$ cat src/pkg/cpc_cfg.svh
// Constants of the compare and PWM timer: register indices, fields, resets.
`ifndef CPC_CFG_SVH
`define CPC_CFG_SVH
// Register indices; the byte address is four times the index.
`define CPC_IDX_CTL 10'h020
`define CPC_IDX_CNTH 10'h021
`define CPC_IDX_CNTL 10'h022
`define CPC_IDX_MODH 10'h023
`define CPC_IDX_MODL 10'h024
`define CPC_IDX_CTL0 10'h025
`define CPC_IDX_CH0H 10'h026
`define CPC_IDX_CH0L 10'h027
`define CPC_IDX_CTL1 10'h028
`define CPC_IDX_CH1H 10'h029
`define CPC_IDX_CH1L 10'h02a
// Field positions shared by the control registers.
`define CPC_B_FLAG 7
`define CPC_B_IE 6
`define CPC_B_HALT 5
`define CPC_B_TRST 4
`define CPC_B_MSH 5
// Reset values, and the prescaler code that selects the pin.
`define CPC_RST_MOD 16'hffff
`define CPC_RST_CTL 7'h00
`define CPC_RST_PS 3'h0
`define CPC_PS_EXT 3'h7
// AXI response codes.
`define CPC_RESP_OKAY 2'h0
`define CPC_RESP_SLVERR 2'h2
`endif

$ cat src/pkg/cpc_pkg.sv
// Types of the compare and PWM timer: state records of each module.
package cpc_pkg;
   // Prescaler divider and pin synchroniser state.
   typedef struct packed {
      logic [5:0] div;
      logic [2:0] sync;
   } cpc_pre_s;
   // Output state of one compare channel.
   typedef struct packed {
      logic pin;
   } cpc_chan_s;
   // Whole state of the timer top.
   typedef struct packed {
      logic [15:0] cnt;
      logic [15:0] modv;
      logic [15:0] cmp0;
      logic [15:0] cmp1;
      logic ovf_flag;
      logic ovf_ie;
      logic halt;
      logic [2:0] ps;
      logic mod_inhibit;
      logic ovf_arm;
      logic [6:0] ctl0;
      logic [6:0] ctl1;
      logic flag0;
      logic flag1;
      logic arm0;
      logic arm1;
      logic active_sel;
      logic last_wr;
      logic linked_q;
      logic aw_held;
      logic [9:0] aw_idx;
      logic w_held;
      logic [7:0] wd;
      logic wstrb0;
      logic bvalid;
      logic [1:0] bresp;
      logic rvalid;
      logic [7:0] rdata;
      logic [1:0] rresp;
   } cpc_top_s;
endpackage : cpc_pkg

$ cat src/rtl/cpc_prescaler.sv
// Counter clock enable: bus clock divided by a power of two, or pin edges.
`timescale 1ns/100ps
`include "cpc_cfg.svh"
module cpc_prescaler
   import cpc_pkg::*;
(
   input wire logic clk,
   input wire logic rst,
   input wire logic clr,
   input wire logic [2:0] ps,
   input wire logic ext_clk_pin,
   output logic tick
);
   cpc_pre_s s; // Registered state.
   cpc_pre_s n; // Next state.
   logic [5:0] mask; // Low divider bits that must all be set.

   // Divider runs freely; a clear restarts the phase so the first period is whole.
   always_comb begin
      n = s;
      mask = 6'h3f >> (3'h6 - ps);
      if (ps == 3'h0) begin
         mask = 6'h00;
      end
      n.div = clr ? 6'h00 : s.div + 6'h01;
      // Only sync[1] and sync[2] feed logic; sync[0] is the first stage.
      n.sync = {s.sync[1], s.sync[0], ext_clk_pin};
      if (ps == `CPC_PS_EXT) begin
         tick = s.sync[1] & ~s.sync[2];
      end else begin
         tick = ((s.div & mask) == mask);
      end
   end

   // Register the state.
   always_ff @(posedge clk) begin
      if (rst) begin
         s <= '0;
      end else begin
         s <= n;
      end
   end
endmodule : cpc_prescaler

$ cat src/rtl/cpc_chan_out.sv
// Pin action of one output compare channel: toggle, clear, set, duty limits.
`timescale 1ns/100ps
`include "cpc_cfg.svh"
module cpc_chan_out
   import cpc_pkg::*;
(
   input wire logic clk,
   input wire logic rst,
   input wire logic enable,
   input wire logic ovf_ev,
   input wire logic cmp_ev,
   input wire logic [1:0] els,
   input wire logic tov,
   input wire logic full_duty,
   output logic pin_out,
   output logic pin_oe
);
   cpc_chan_s s; // Registered pin level.
   cpc_chan_s n; // Next pin level.

   // Overflow toggles first so a same-edge compare has the final word.
   always_comb begin
      n = s;
      if (enable && els != 2'h0) begin
         if (tov && ovf_ev) begin
            n.pin = ~s.pin;
         end
         if (cmp_ev) begin
            unique case (els)
               2'h1: n.pin = ~n.pin;
               2'h2: n.pin = 1'b0;
               2'h3: n.pin = 1'b1;
               default: n.pin = n.pin;
            endcase
         end
         if (full_duty && tov) begin
            n.pin = ~els[0];
         end
      end
   end

   assign pin_out = s.pin;
   assign pin_oe = enable && (els != 2'h0);

   // Register the pin level.
   always_ff @(posedge clk) begin
      if (rst) begin
         s <= '0;
      end else begin
         s <= n;
      end
   end
endmodule : cpc_chan_out

$ cat src/rtl/cpc_timer.sv
// Two-channel 16-bit compare and PWM timer with an AXI4-Lite register slave.
`timescale 1ns/100ps
`include "cpc_cfg.svh"
module cpc_timer
   import cpc_pkg::*;
(
   input wire logic clk,
   input wire logic rst,
   // AXI4-Lite write address channel.
   input wire logic [11:0] s_axi_awaddr,
   input wire logic s_axi_awvalid,
   output logic s_axi_awready,
   // AXI4-Lite write data channel.
   input wire logic [31:0] s_axi_wdata,
   input wire logic [3:0] s_axi_wstrb,
   input wire logic s_axi_wvalid,
   output logic s_axi_wready,
   // AXI4-Lite write response channel.
   output logic [1:0] s_axi_bresp,
   output logic s_axi_bvalid,
   input wire logic s_axi_bready,
   // AXI4-Lite read address channel.
   input wire logic [11:0] s_axi_araddr,
   input wire logic s_axi_arvalid,
   output logic s_axi_arready,
   // AXI4-Lite read data channel.
   output logic [31:0] s_axi_rdata,
   output logic [1:0] s_axi_rresp,
   output logic s_axi_rvalid,
   input wire logic s_axi_rready,
   // System wait mode and external counter clock pin.
   input wire logic wait_mode,
   input wire logic ext_clk_pin,
   // Channel pins.
   output logic channel0_pin_out,
   output logic channel0_pin_oe,
   output logic channel1_pin_out,
   output logic channel1_pin_oe,
   // Interrupt requests and wake request.
   output logic overflow_irq,
   output logic ch0_irq,
   output logic ch1_irq,
   output logic wake_req
);
   cpc_top_s s; // Registered state.
   cpc_top_s n; // Next state.

   logic tick; // Counter clock enable from the prescaler.
   logic run; // Counter advances this cycle.
   logic trst_wr; // Software reset of counter and prescaler.
   logic do_write; // Address and data both held, response free.
   logic ar_take; // Read address accepted this cycle.
   logic [9:0] ar_idx; // Register index of the read.
   logic [15:0] cnt_next; // Counter value after this cycle.
   logic ovf_ev; // Counter wraps this cycle.
   logic linked; // Channels joined into one buffered channel.
   logic [15:0] cmp0_use; // Compare value steering channel 0.
   logic cmp0_ev; // Channel 0 match this cycle.
   logic cmp1_ev; // Channel 1 match this cycle.
   logic out0_en; // Channel 0 in compare or PWM mode.
   logic out1_en; // Channel 1 in compare or PWM mode.
   logic [7:0] rd; // Read data of the addressed register.
   logic rd_hit; // Read index is mapped.

   // Control field aliases for readability.
   // ctl bits: 6 irq enable, 5 mode high, 4 mode low, 3:2 edge, 1 tov, 0 full.
   assign linked = s.ctl0[`CPC_B_MSH];
   // Either mode bit selects output mode on channel 0.
   assign out0_en = s.ctl0[5] | s.ctl0[4];
   // Channel 1 has no high mode bit and is idle while linked.
   assign out1_en = s.ctl1[4] & ~linked;

   // Bus handshakes: each channel is ready while its holding slot is empty.
   assign s_axi_awready = ~s.aw_held;
   assign s_axi_wready = ~s.w_held;
   assign s_axi_arready = ~s.rvalid;
   assign do_write = s.aw_held & s.w_held & ~s.bvalid;
   assign ar_take = s_axi_arvalid & ~s.rvalid;
   assign ar_idx = s_axi_araddr[11:2];

   // A software reset clears the counter and the prescaler phase together.
   assign trst_wr = do_write & s.wstrb0 & ~wait_mode
      & (s.aw_idx == `CPC_IDX_CTL) & s.wd[`CPC_B_TRST];

   // The counter keeps running in wait mode; only the halt bit stops it.
   assign run = tick & ~s.halt;

   // Wrap to zero on the tick after reaching the modulo value.
   assign ovf_ev = run & (s.cnt == s.modv);
   assign cnt_next = ovf_ev ? 16'h0000 : s.cnt + 16'h0001;

   // Linked mode compares against whichever pair is in control.
   assign cmp0_use = (linked && s.active_sel) ? s.cmp1 : s.cmp0;
   // A match is an exact equality with the next count, so the pulse
   // from wrap to match lasts as many ticks as the compare value.
   assign cmp0_ev = run & (cnt_next == cmp0_use);
   assign cmp1_ev = run & (cnt_next == s.cmp1);

   // Read data multiplexer; reserved bits read as zero.
   always_comb begin
      rd = 8'h00;
      rd_hit = 1'b1;
      unique case (ar_idx)
         `CPC_IDX_CTL: rd = {s.ovf_flag, s.ovf_ie, s.halt, 2'b00, s.ps};
         `CPC_IDX_CNTH: rd = s.cnt[15:8];
         `CPC_IDX_CNTL: rd = s.cnt[7:0];
         `CPC_IDX_MODH: rd = s.modv[15:8];
         `CPC_IDX_MODL: rd = s.modv[7:0];
         `CPC_IDX_CTL0: rd = {s.flag0, s.ctl0};
         `CPC_IDX_CH0H: rd = s.cmp0[15:8];
         `CPC_IDX_CH0L: rd = s.cmp0[7:0];
         `CPC_IDX_CTL1: rd = {s.flag1, s.ctl1};
         `CPC_IDX_CH1H: rd = s.cmp1[15:8];
         `CPC_IDX_CH1L: rd = s.cmp1[7:0];
         default: rd_hit = 1'b0;
      endcase
   end

   // Next-state logic: bus writes first, then hardware events, so that an
   // event in the same cycle as a flag clear keeps the flag set, unless that control write also resets the counter.
   always_comb begin
      n = s;

      // Capture write address and data independently, in either order.
      if (s_axi_awvalid && !s.aw_held) begin
         n.aw_held = 1'b1;
         n.aw_idx = s_axi_awaddr[11:2];
      end
      if (s_axi_wvalid && !s.w_held) begin
         n.w_held = 1'b1;
         n.wd = s_axi_wdata[7:0];
         n.wstrb0 = s_axi_wstrb[0];
      end
      // The response stays up until the master takes it.
      if (s.bvalid && s_axi_bready) begin
         n.bvalid = 1'b0;
      end
      if (s.rvalid && s_axi_rready) begin
         n.rvalid = 1'b0;
      end

      // Perform a write once both halves are present.
      if (do_write) begin
         n.aw_held = 1'b0;
         n.w_held = 1'b0;
         n.bvalid = 1'b1;
         n.bresp = `CPC_RESP_OKAY;
         if (wait_mode) begin
            // Registers are closed to the processor while waiting.
            n.bresp = `CPC_RESP_SLVERR;
         end else if (s.wstrb0) begin
            unique case (s.aw_idx)
               `CPC_IDX_CTL: begin
                  n.ovf_ie = s.wd[`CPC_B_IE];
                  n.halt = s.wd[`CPC_B_HALT];
                  n.ps = s.wd[2:0];
                  // Writing a one to the flag does nothing.
                  if (!s.wd[`CPC_B_FLAG] && s.ovf_arm) begin
                     n.ovf_flag = 1'b0;
                  end
                  n.ovf_arm = 1'b0;
               end
               `CPC_IDX_CNTH, `CPC_IDX_CNTL: begin
                  // Counter is read-only; writes are accepted and dropped.
                  n.bresp = `CPC_RESP_OKAY;
               end
               `CPC_IDX_MODH: begin
                  n.modv[15:8] = s.wd;
                  n.mod_inhibit = 1'b1;
               end
               `CPC_IDX_MODL: begin
                  n.modv[7:0] = s.wd;
                  n.mod_inhibit = 1'b0;
               end
               `CPC_IDX_CTL0: begin
                  n.ctl0 = s.wd[6:0];
                  if (!s.wd[`CPC_B_FLAG] && s.arm0) begin
                     n.flag0 = 1'b0;
                  end
                  n.arm0 = 1'b0;
               end
               `CPC_IDX_CH0H: begin
                  // New value takes effect on the next compare, or at the next wrap if linked with pair 1 in control.
                  n.cmp0[15:8] = s.wd;
                  n.last_wr = 1'b0;
               end
               `CPC_IDX_CH0L: begin
                  n.cmp0[7:0] = s.wd;
                  n.last_wr = 1'b0;
               end
               `CPC_IDX_CTL1: begin
                  // Channel 1 control is ignored while linked.
                  if (!linked) begin
                     n.ctl1 = s.wd[6:0] & 7'h5f;
                     if (!s.wd[`CPC_B_FLAG] && s.arm1) begin
                        n.flag1 = 1'b0;
                     end
                     n.arm1 = 1'b0;
                  end
               end
               `CPC_IDX_CH1H: begin
                  n.cmp1[15:8] = s.wd;
                  n.last_wr = 1'b1;
               end
               `CPC_IDX_CH1L: begin
                  n.cmp1[7:0] = s.wd;
                  n.last_wr = 1'b1;
               end
               default: n.bresp = `CPC_RESP_SLVERR;
            endcase
         end
      end

      // Accept a read; a control read with its flag set arms the clear, except channel 1 while linked.
      if (ar_take) begin
         n.rvalid = 1'b1;
         n.rdata = 8'h00;
         n.rresp = `CPC_RESP_SLVERR;
         if (!wait_mode && rd_hit) begin
            n.rdata = rd;
            n.rresp = `CPC_RESP_OKAY;
            if (ar_idx == `CPC_IDX_CTL && s.ovf_flag) begin
               n.ovf_arm = 1'b1;
            end
            if (ar_idx == `CPC_IDX_CTL0 && s.flag0) begin
               n.arm0 = 1'b1;
            end
            if (ar_idx == `CPC_IDX_CTL1 && s.flag1 && !linked) begin
               n.arm1 = 1'b1;
            end
         end
      end

      // Counter: software reset wins, otherwise count on each enabled tick.
      if (trst_wr) begin
         n.cnt = 16'h0000;
      end else if (run) begin
         n.cnt = cnt_next;
      end

      // Overflow flag; a pending high-byte modulo write holds it off.
      // A new event also disarms any half-done clear sequence.
      if (ovf_ev && !s.mod_inhibit && !trst_wr) begin
         n.ovf_flag = 1'b1;
         n.ovf_arm = 1'b0;
      end

      // Channel flags follow compare events in output mode.
      if (cmp0_ev && out0_en && !trst_wr) begin
         n.flag0 = 1'b1;
         n.arm0 = 1'b0;
      end
      if (cmp1_ev && out1_en && !trst_wr) begin
         n.flag1 = 1'b1;
         n.arm1 = 1'b0;
      end

      // Buffered hand-over: at each wrap the last written pair takes over.
      if (ovf_ev && linked && !trst_wr) begin
         n.active_sel = n.last_wr;
      end

      // Any change of the link bit restarts from the channel 0 pair.
      n.linked_q = linked;
      if (linked != s.linked_q) begin
         n.active_sel = 1'b0;
         n.last_wr = 1'b0;
      end
   end

   // Single register stage for the whole top state.
   always_ff @(posedge clk) begin
      if (rst) begin
         s <= '0;
         s.modv <= `CPC_RST_MOD;
         s.halt <= 1'b1;
         s.ps <= `CPC_RST_PS;
         s.ctl0 <= `CPC_RST_CTL;
         s.ctl1 <= `CPC_RST_CTL;
      end else begin
         s <= n;
      end
   end

   // Counter clock source; the pin is synchronised inside.
   cpc_prescaler u_pre (
      .clk(clk),
      .rst(rst),
      .clr(trst_wr),
      .ps(s.ps),
      .ext_clk_pin(ext_clk_pin),
      .tick(tick)
   );

   // Channel 0 output: plain or linked, always on channel 0 pin.
   cpc_chan_out u_ch0 (
      .clk(clk),
      .rst(rst),
      .enable(out0_en),
      .ovf_ev(ovf_ev & ~trst_wr),
      .cmp_ev(cmp0_ev & ~trst_wr),
      .els(s.ctl0[3:2]),
      .tov(s.ctl0[1]),
      .full_duty(s.ctl0[0]),
      .pin_out(channel0_pin_out),
      .pin_oe(channel0_pin_oe)
   );

   // Channel 1 output; released to the port while linked.
   cpc_chan_out u_ch1 (
      .clk(clk),
      .rst(rst),
      .enable(out1_en),
      .ovf_ev(ovf_ev & ~trst_wr),
      .cmp_ev(cmp1_ev & ~trst_wr),
      .els(s.ctl1[3:2]),
      .tov(s.ctl1[1]),
      .full_duty(s.ctl1[0]),
      .pin_out(channel1_pin_out),
      .pin_oe(channel1_pin_oe)
   );

   // Bus outputs straight from registers.
   assign s_axi_bvalid = s.bvalid;
   assign s_axi_bresp = s.bresp;
   assign s_axi_rvalid = s.rvalid;
   assign s_axi_rresp = s.rresp;
   assign s_axi_rdata = {24'h00_0000, s.rdata};

   // Interrupt requests are levels while flag and enable are both set; channel 1 is masked while linked.
   assign overflow_irq = s.ovf_flag & s.ovf_ie;
   assign ch0_irq = s.flag0 & s.ctl0[6];
   assign ch1_irq = s.flag1 & s.ctl1[6] & ~linked;
   // Any enabled request wakes the system out of wait mode.
   assign wake_req = wait_mode & (overflow_irq | ch0_irq | ch1_irq);
endmodule : cpc_timer

$ cat config.mk
export PLATFORM = sky130hd
export DESIGN_NAME = cpc_timer
export DESIGN_NICKNAME = d
export VERILOG_FILES = /design/src/pkg/cpc_pkg.sv /design/src/rtl/cpc_prescaler.sv /design/src/rtl/cpc_chan_out.sv /design/src/rtl/cpc_timer.sv
export VERILOG_INCLUDE_DIRS = /design/src /design/src/pkg
export SDC_FILE = /design/constraint.sdc
export NUM_CORES = 1
export LEC_CHECK = 0
export ABC_AREA = 0
export BUFFER_PORTS_ARGS = -buffer_cell sky130_fd_sc_hd__buf_2
export CAP_MARGIN = 30
export CORE_UTILIZATION = 50
export DETAILED_ROUTE_END_ITERATION = 10
export PLACE_DENSITY_LB_ADDON = 0.25
export SYNTH_ARGS = -nofsm -noshare
export SYNTH_HDL_FRONTEND = slang
export SYNTH_SLANG_ARGS = --single-unit
export TNS_END_PERCENT = 100
$ cat constraint.sdc
create_clock -name clk -period 5.4 [get_ports clk]
set_input_delay 1.08 -clock clk [delete_from_list [all_inputs] [get_ports clk]]
set_output_delay 1.08 -clock clk [all_outputs]
set_load 0.005 [all_outputs]
# [After elaboration in Yosys (flattened, before gate mapping)]
# Index checks and enable logic that the tools add are counted.
[word_totals] out_inout_bits=49 reg_bits=138 inputBits=69 wordCells=249
[op_classes] add_sub_neg=3 n_shift=1 eq_ne=38 mux=56 bitwise_logic=40 reduce_logical=75
[op_table] op="10-bit by 6-bit equality test with 1-bit output, second input constant" count=22
[op_table] op="8-bit one-hot mux with 11 select lines" count=1
[op_table] op="26-bit two-way mux" count=3
[op_table] op="16-bit equality test" count=3
[op_table] op="4-bit AND reduction" count=9
[op_table] op="2-bit nonzero test" count=17
[op_table] op="1-bit two-way mux" count=33
[op_table] op="16-bit two-way mux" count=2
[op_table] op="1-bit logical AND" count=27
[op_table] op="11-bit OR reduction" count=2
[op_table] op="1-bit AND" count=21
[op_table] op="7-bit two-way mux" count=3
[op_table] op="16-bit by 1-bit adder with 16-bit output, second input constant" count=1
[op_table] op="2-bit OR reduction" count=8
[op_table] op="1-bit NOT" count=15
[op_table] op="5-bit AND reduction" count=3
[op_table] op="6-bit two-way mux" count=2
[op_table] op="11-bit two-way mux" count=1
[op_table] op="10-bit two-way mux" count=1
[op_table] op="2-bit two-way mux" count=5
[op_table] op="2-bit equality test, second input constant" count=4
[op_table] op="2-bit by 1-bit inequality test with 1-bit output, second input constant" count=4
[op_table] op="1-bit logical NOT" count=7
[op_table] op="6-bit by 1-bit adder with 6-bit output, second input constant" count=1
[op_table] op="13 further kinds" count=18

# [Longest topological paths before layout]
[depth] ltp_word=16 ltp_mapped=13 depth_no_buf=12

# [Hierarchy]
# A second synthesis with hierarchy kept.
[hier_totals] cells_unflattened=980 area_unflattened_um2=8136.6
[by_module_without_submodules] mod="cpc_timer" area_each_um2=7465.9 n_inst=1 seq_area_each_um2=2502.4 cells_each=903
[by_module_without_submodules] mod="cpc_prescaler" area_each_um2=455.4 n_inst=1 seq_area_each_um2=180.2 cells_each=51
[by_module_without_submodules] mod="cpc_chan_out" area_each_um2=107.6 n_inst=2 seq_area_each_um2=20.0 cells_each=13

# [Least setup slack after synthesis]
# Ideal clock, no wire load.
[synth_timing] kind="in2reg" startpoint="in s_axi_araddr[6]" endpoint="reg s (netlist bit s_axi_rdata[4])" n_path_buf=0 path_stages=8 setup_time_ps=65 t_arrival_ps=2894 required_ps=5335 slack_ps=2441 cell_sequence="nor4b_1 > or3b_2 > nor2_1 > a22o_1 > a221oi_1 > nand3_1 > a22oi_1 > nor2_1"
[synth_between] elab_chain_cells=5 elab_cells_between_ends=16 cone_classes="eq/ne (11); mux (3); reduce/logical (2)"
[synth_lines] item="start, declared" line="cpc_timer.sv:23" source="input wire logic [11:0] s_axi_araddr,"
[synth_lines] item="10-bit by 6-bit equality test with 1-bit output" line="cpc_timer.sv:103" source="unique case (ar_idx)"
[synth_lines] item="11-bit OR reduction (no source line)"
[synth_lines] item="1-bit two-way mux" line="cpc_timer.sv:103"
[synth_lines] item="1-bit logical AND" line="cpc_timer.sv:219" source="if (!wait_mode && rd_hit) begin"
[synth_lines] item="10-bit two-way mux *" line="cpc_timer.sv:219"
[synth_lines] item="end signal, assigned" line="cpc_timer.sv:281" source="s <= n;"
[synth_lines] item="end, declared" line="cpc_timer.sv:45" source="cpc_top_s s;"
# Mark *: on every way between the ends. The rest lies on a longest branch, timed or not.
# A chain may end at the register's enable or synchronous reset.

# [Worst setup path in the final report]
[layout_timing] startpoint="reg s[59] (netlist name)" endpoint="reg u_ch1.s (netlist: u_ch1.pin_out)"
[layout_between] elab_chain_cells=16 elab_cells_between_ends=22 cone_classes="add/sub (1); eq/ne (3); shift (1); mux (8); bitwise (7); reduce/logical (2)"
[layout_lines] item="3-bit subtractor" line="cpc_prescaler.sv:21" source="mask = 6'h3f >> (3'h6 - ps);"
[layout_lines] item="6-bit by 3-bit right shift with 6-bit output" line="cpc_prescaler.sv:21"
[layout_lines] item="6-bit two-way mux" line="cpc_prescaler.sv:22" source="if (ps == 3'h0) begin"
[layout_lines] item="6-bit AND" line="cpc_prescaler.sv:31" source="tick = ((s.div & mask) == mask);"
[layout_lines] item="6-bit equality test" line="cpc_prescaler.sv:31"
[layout_lines] item="1-bit two-way mux *" line="cpc_prescaler.sv:28" source="if (ps == `CPC_PS_EXT) begin"
[layout_lines] item="1-bit AND *" line="cpc_timer.sv:86" source="assign run = tick & ~s.halt;"
[layout_lines] item="1-bit AND" line="cpc_timer.sv:89" source="assign ovf_ev = run & (s.cnt == s.modv);"
[layout_lines] item="1-bit AND" line="cpc_timer.sv:314" source=".ovf_ev(ovf_ev & ~trst_wr),"
[layout_lines] item="1-bit logical AND" line="cpc_chan_out.sv:25" source="if (tov && ovf_ev) begin"
[layout_lines] item="1-bit two-way mux" line="cpc_chan_out.sv:25"
[layout_lines] item="1-bit two-way mux" line="cpc_chan_out.sv:24" source="if (enable && els != 2'h0) begin"
[layout_lines] item="1-bit NOT" line="cpc_chan_out.sv:30" source="2'h1: n.pin = ~n.pin;"
[layout_lines] item="1-bit one-hot mux with 3 select lines" line="cpc_chan_out.sv:29" source="unique case (els)"
[layout_lines] item="1-bit two-way mux *" line="cpc_chan_out.sv:28" source="if (cmp_ev) begin"
[layout_lines] item="1-bit two-way mux *" line="cpc_chan_out.sv:36" source="if (full_duty && tov) begin"
[layout_lines] item="end signal, assigned" line="cpc_chan_out.sv:50" source="s <= n;"
[layout_lines] item="end, declared" line="cpc_chan_out.sv:18" source="cpc_chan_s s;"
# Mark *: on every way between the ends. The rest lies on a longest branch, timed or not. The select of a mux whose other input is x is not followed.

==> metrics.csv <==
metric;value;unit
setup_violations;0;
post-dp-hpwl;16.3;mm
finalCritPeriodShare;75.5;%
first_iter_violations;868;
clk_path_buf_depth;2;
p_leak;0.00336;µW
fillers;1492;
rsz0062_at_grt;false;
utilization;57.0;%
cap_violations;0;
fin_skew;6.34;ps
grt-ovfl-total;0;
min_delay_worst_endpoint;u_pre.n[2];
yosysWarnings;0;
synthArstFlopShare;0;%
final-hold-violation-count;0;
synth_top_area_share;34.4;%
tns;0;ps
fin_area;8720;µm²
synth-edff-count;0;
syn_to_final_growth;10.1;%
synth_xor_area_share;6.36;%
reg2reg_from;s[59];
wirelength;23.0;mm
dieArea;16400;µm²
synth_area_leaders;dfxtp_1, nand2_1, mux2i_1;
wl_per_cell;18.9;µm
grt_max_degree;64;
place_ws;1500;ps
dr.pass1.iters;6;
r2r_slack;1320;ps
hold_depth;1;
place_congestion;1.02;
yosysSeqAreaShare;34.4;%
avgSynthCellArea;8.12;µm²
multi_input_area;4670;µm²
grt_pass1_vias;6592;
antenna_found_initial;0;
synth-compound-area-share;18.1;%
cts_resized;0;
viasPerCell;6.01;
core;15300;µm²
path_clk_slew;60;ps
reg2reg_to;u_ch1.pin_out;
grt_use_total;29.0;%
via_count;7315;
cp_data_required_time;5720;ps
postCtsSetupRepairBufs;0;
ys_ff_latch;136;
dpl_cell_area;8110;µm²
synth_area_leader_cell;dfxtp_1;
numPortBuffers;60;
synth.cell_area;7920;µm²
drtAntennaViolNets;0;
synth_top_family_by_area;simple AND/OR/NAND/NOR gates;
cp-end-kind;flip-flop;
worst_slew_pin_slew;998;ps
yosys.area_share.simple;26.3;%
diodes;0;
initial_core_util;51.7;%
layout_setup_ws;1320;ps
cts_root_buf;clkbuf_16;
critPathKind;reg -> reg;
r2r_cells;12;
cts-hold-fix-buffers;0;
arrival;4400;ps
synthMuxAreaShare;5.95;%
drcViolationCount;0;
slew_viol_final;0;
fmax;245;MHz
min_from;u_pre.n[1];
fin_nets;1070;
min_period;4080;ps
crit_path_start_kind;flip-flop;
outcome;finished clean;
hold_slack;438;ps
ys.flop_type;dfxtp_1;
rows;45;
numCtsBuffers;17;
cts_tree;built;
ir_drop;0.000254;V
io_pins;118;
path_max_fanout;18;
synthCells;976;
htree_num_levels;4;
die_height;128;µm
power_density;267;nW/µm²
drive_above_1_share;13.2;%
grt_pass1_wl;36.0;mm
relSlewSlack;33.3;%
ys_types;82;
clock_latency;420;ps
min_path_type;reg -> reg;
synth_fa_ha_area_share;1.11;%
die_x;128;µm
cts_sinks;136;
regArea;2720;µm²
## worst max-delay path by stage
| stage | from | endpoint | cells past startpoint |
|---|---|---|---|
| floorplan | s_axi_araddr[6] | s_axi_rdata[4] | 8 |
| global placement | s[59] | u_ch1.pin_out | 12 |
| detailed placement | s[59] | u_ch1.pin_out | 12 |
| CTS | s[59] | u_ch1.pin_out | 12 |
| global route | s[120] | u_ch1.pin_out | 9 |
| finish | s[59] | u_ch1.pin_out | 12 |
## area by class of cell
| class | instances | share of cell area (%) |
|---|---|---|
| sequential | 136 | 31.2 |
| timing repair buffer | 70 | 4.38 |
| tap | 211 | 3.03 |
| clock inverter | 14 | 1.98 |
| multi-input combinational | 751 | 53.6 |
| clock buffer | 18 | 5.04 |
| inverter | 18 | 0.775 |
## state kept, by name (all words and copies together), names as in the netlist
| signal | cells |
|---|---|
| u_ch1.pin_out | 1 |
| u_pre.n | 2 |
| s_axi_rresp | 1 |
| s_axi_bvalid | 1 |
| s_axi_rvalid | 1 |
| u_ch0.pin_out | 1 |
| s_axi_bresp | 1 |
| s | 112 |
| s_axi_rdata | 8 |
| linked | 1 |
| u_pre.s | 7 |
## cells in the mapped netlist, drive strengths merged, types with 4 or more instances
cell / number
mux2i: 46
a222oi: 20
nand3: 31
a21o: 6
a211oi: 6
ha: 7
and3: 6
buf: 55
xor2: 27
a31oi: 5
nand2: 153
inv: 18
o21ai: 22
o22ai: 4
dfxtp: 136
a211o: 10
nor2: 97
nor3: 21
a221oi: 6
nand2b: 12
a22oi: 13
xnor2: 22
and3b: 4
o211ai: 5
nand4: 14
nor2b: 21
nand3b: 22
clkbuf: 41
o21a: 6
and2: 8
a21oi: 71
nor4b: 5
nor4: 11
## metrics by stage
stage | total power (µW) | instances
final | 2330 | 1218
after detailed placement | 1140 | 1186
after global placement | 1140 | 1185
after floorplan | 1120 | 1001
after CTS | 2340 | 1218
after global routing | 2400 | 1218
## layer usage
metal	GRT usage (%)	part of all wire, %	vias to the layer above	wire [µm]
met2	44.9	44	377	10100
met1	38.4	42	3432	9710
met4	13.1	3.9	0	894
met5	0	0	-	0
met3	6.80	9.7	70	2220
li1	-	-	3436	-
## placed cells by master (no fill, tap or decap), types with 4 or more instances in the layout
cell and instances:
a21oi_1 70, nand2_1 151, buf_2 59, o22ai_1 4, nor2_1 94, xnor2_1 21
and3b_1 4, nand2b_1 12, o21a_1 6, nor4b_1 4, nor4_2 4, clkinv_2 4
buf_4 10, a221oi_1 6, a222oi_1 20, nor3_1 20, a211oi_1 5, o21ai_0 22
ha_1 7, a211o_1 10, a22oi_1 13, mux2i_1 46, clkbuf_16 17, nand3b_1 22
nand4_1 12, inv_1 18, conb_1 26, and2_1 7, dfxtp_1 136, xor2_1 27
a31oi_1 5, o211ai_1 4, a21o_1 6, nand3_1 30, and3_1 6, nor2b_1 21
nor4_1 7
## critical path, stage by stage, from the launching register on
cell and delay [ps]:
dfxtp_1 490, ha_1 210, inv_1 40, ha_1 320, nor2b_1 150, o221a_2 230
o211ai_2 70, buf_4 240, nor2_2 720, a21oi_1 100, o32ai_1 850, nand4_1 180
a311oi_1 360
## where the power goes
part / internal [µW] / leakage, µW / total [µW] / switching, µW
clock network: 742 / 0.000302 / 1210 / 467
registers: 1020 / 0.00110 / 1040 / 25.8
logic: 30.2 / 0.00196 / 79.2 / 49.1
total: 1790 / 0.00336 / 2330 / 542
## cell families after synthesis
logic type / after synthesis
other: 1
multiplexers: 47
buffers and inverters: 114
flip-flops: 136
AND/OR/NAND/NOR: 416
adder cells (fa/ha/maj): 7
XOR/XNOR: 52
AO/OA/AOI/OAI: 203
Note: power is estimated with default switching activity, not from simulation.
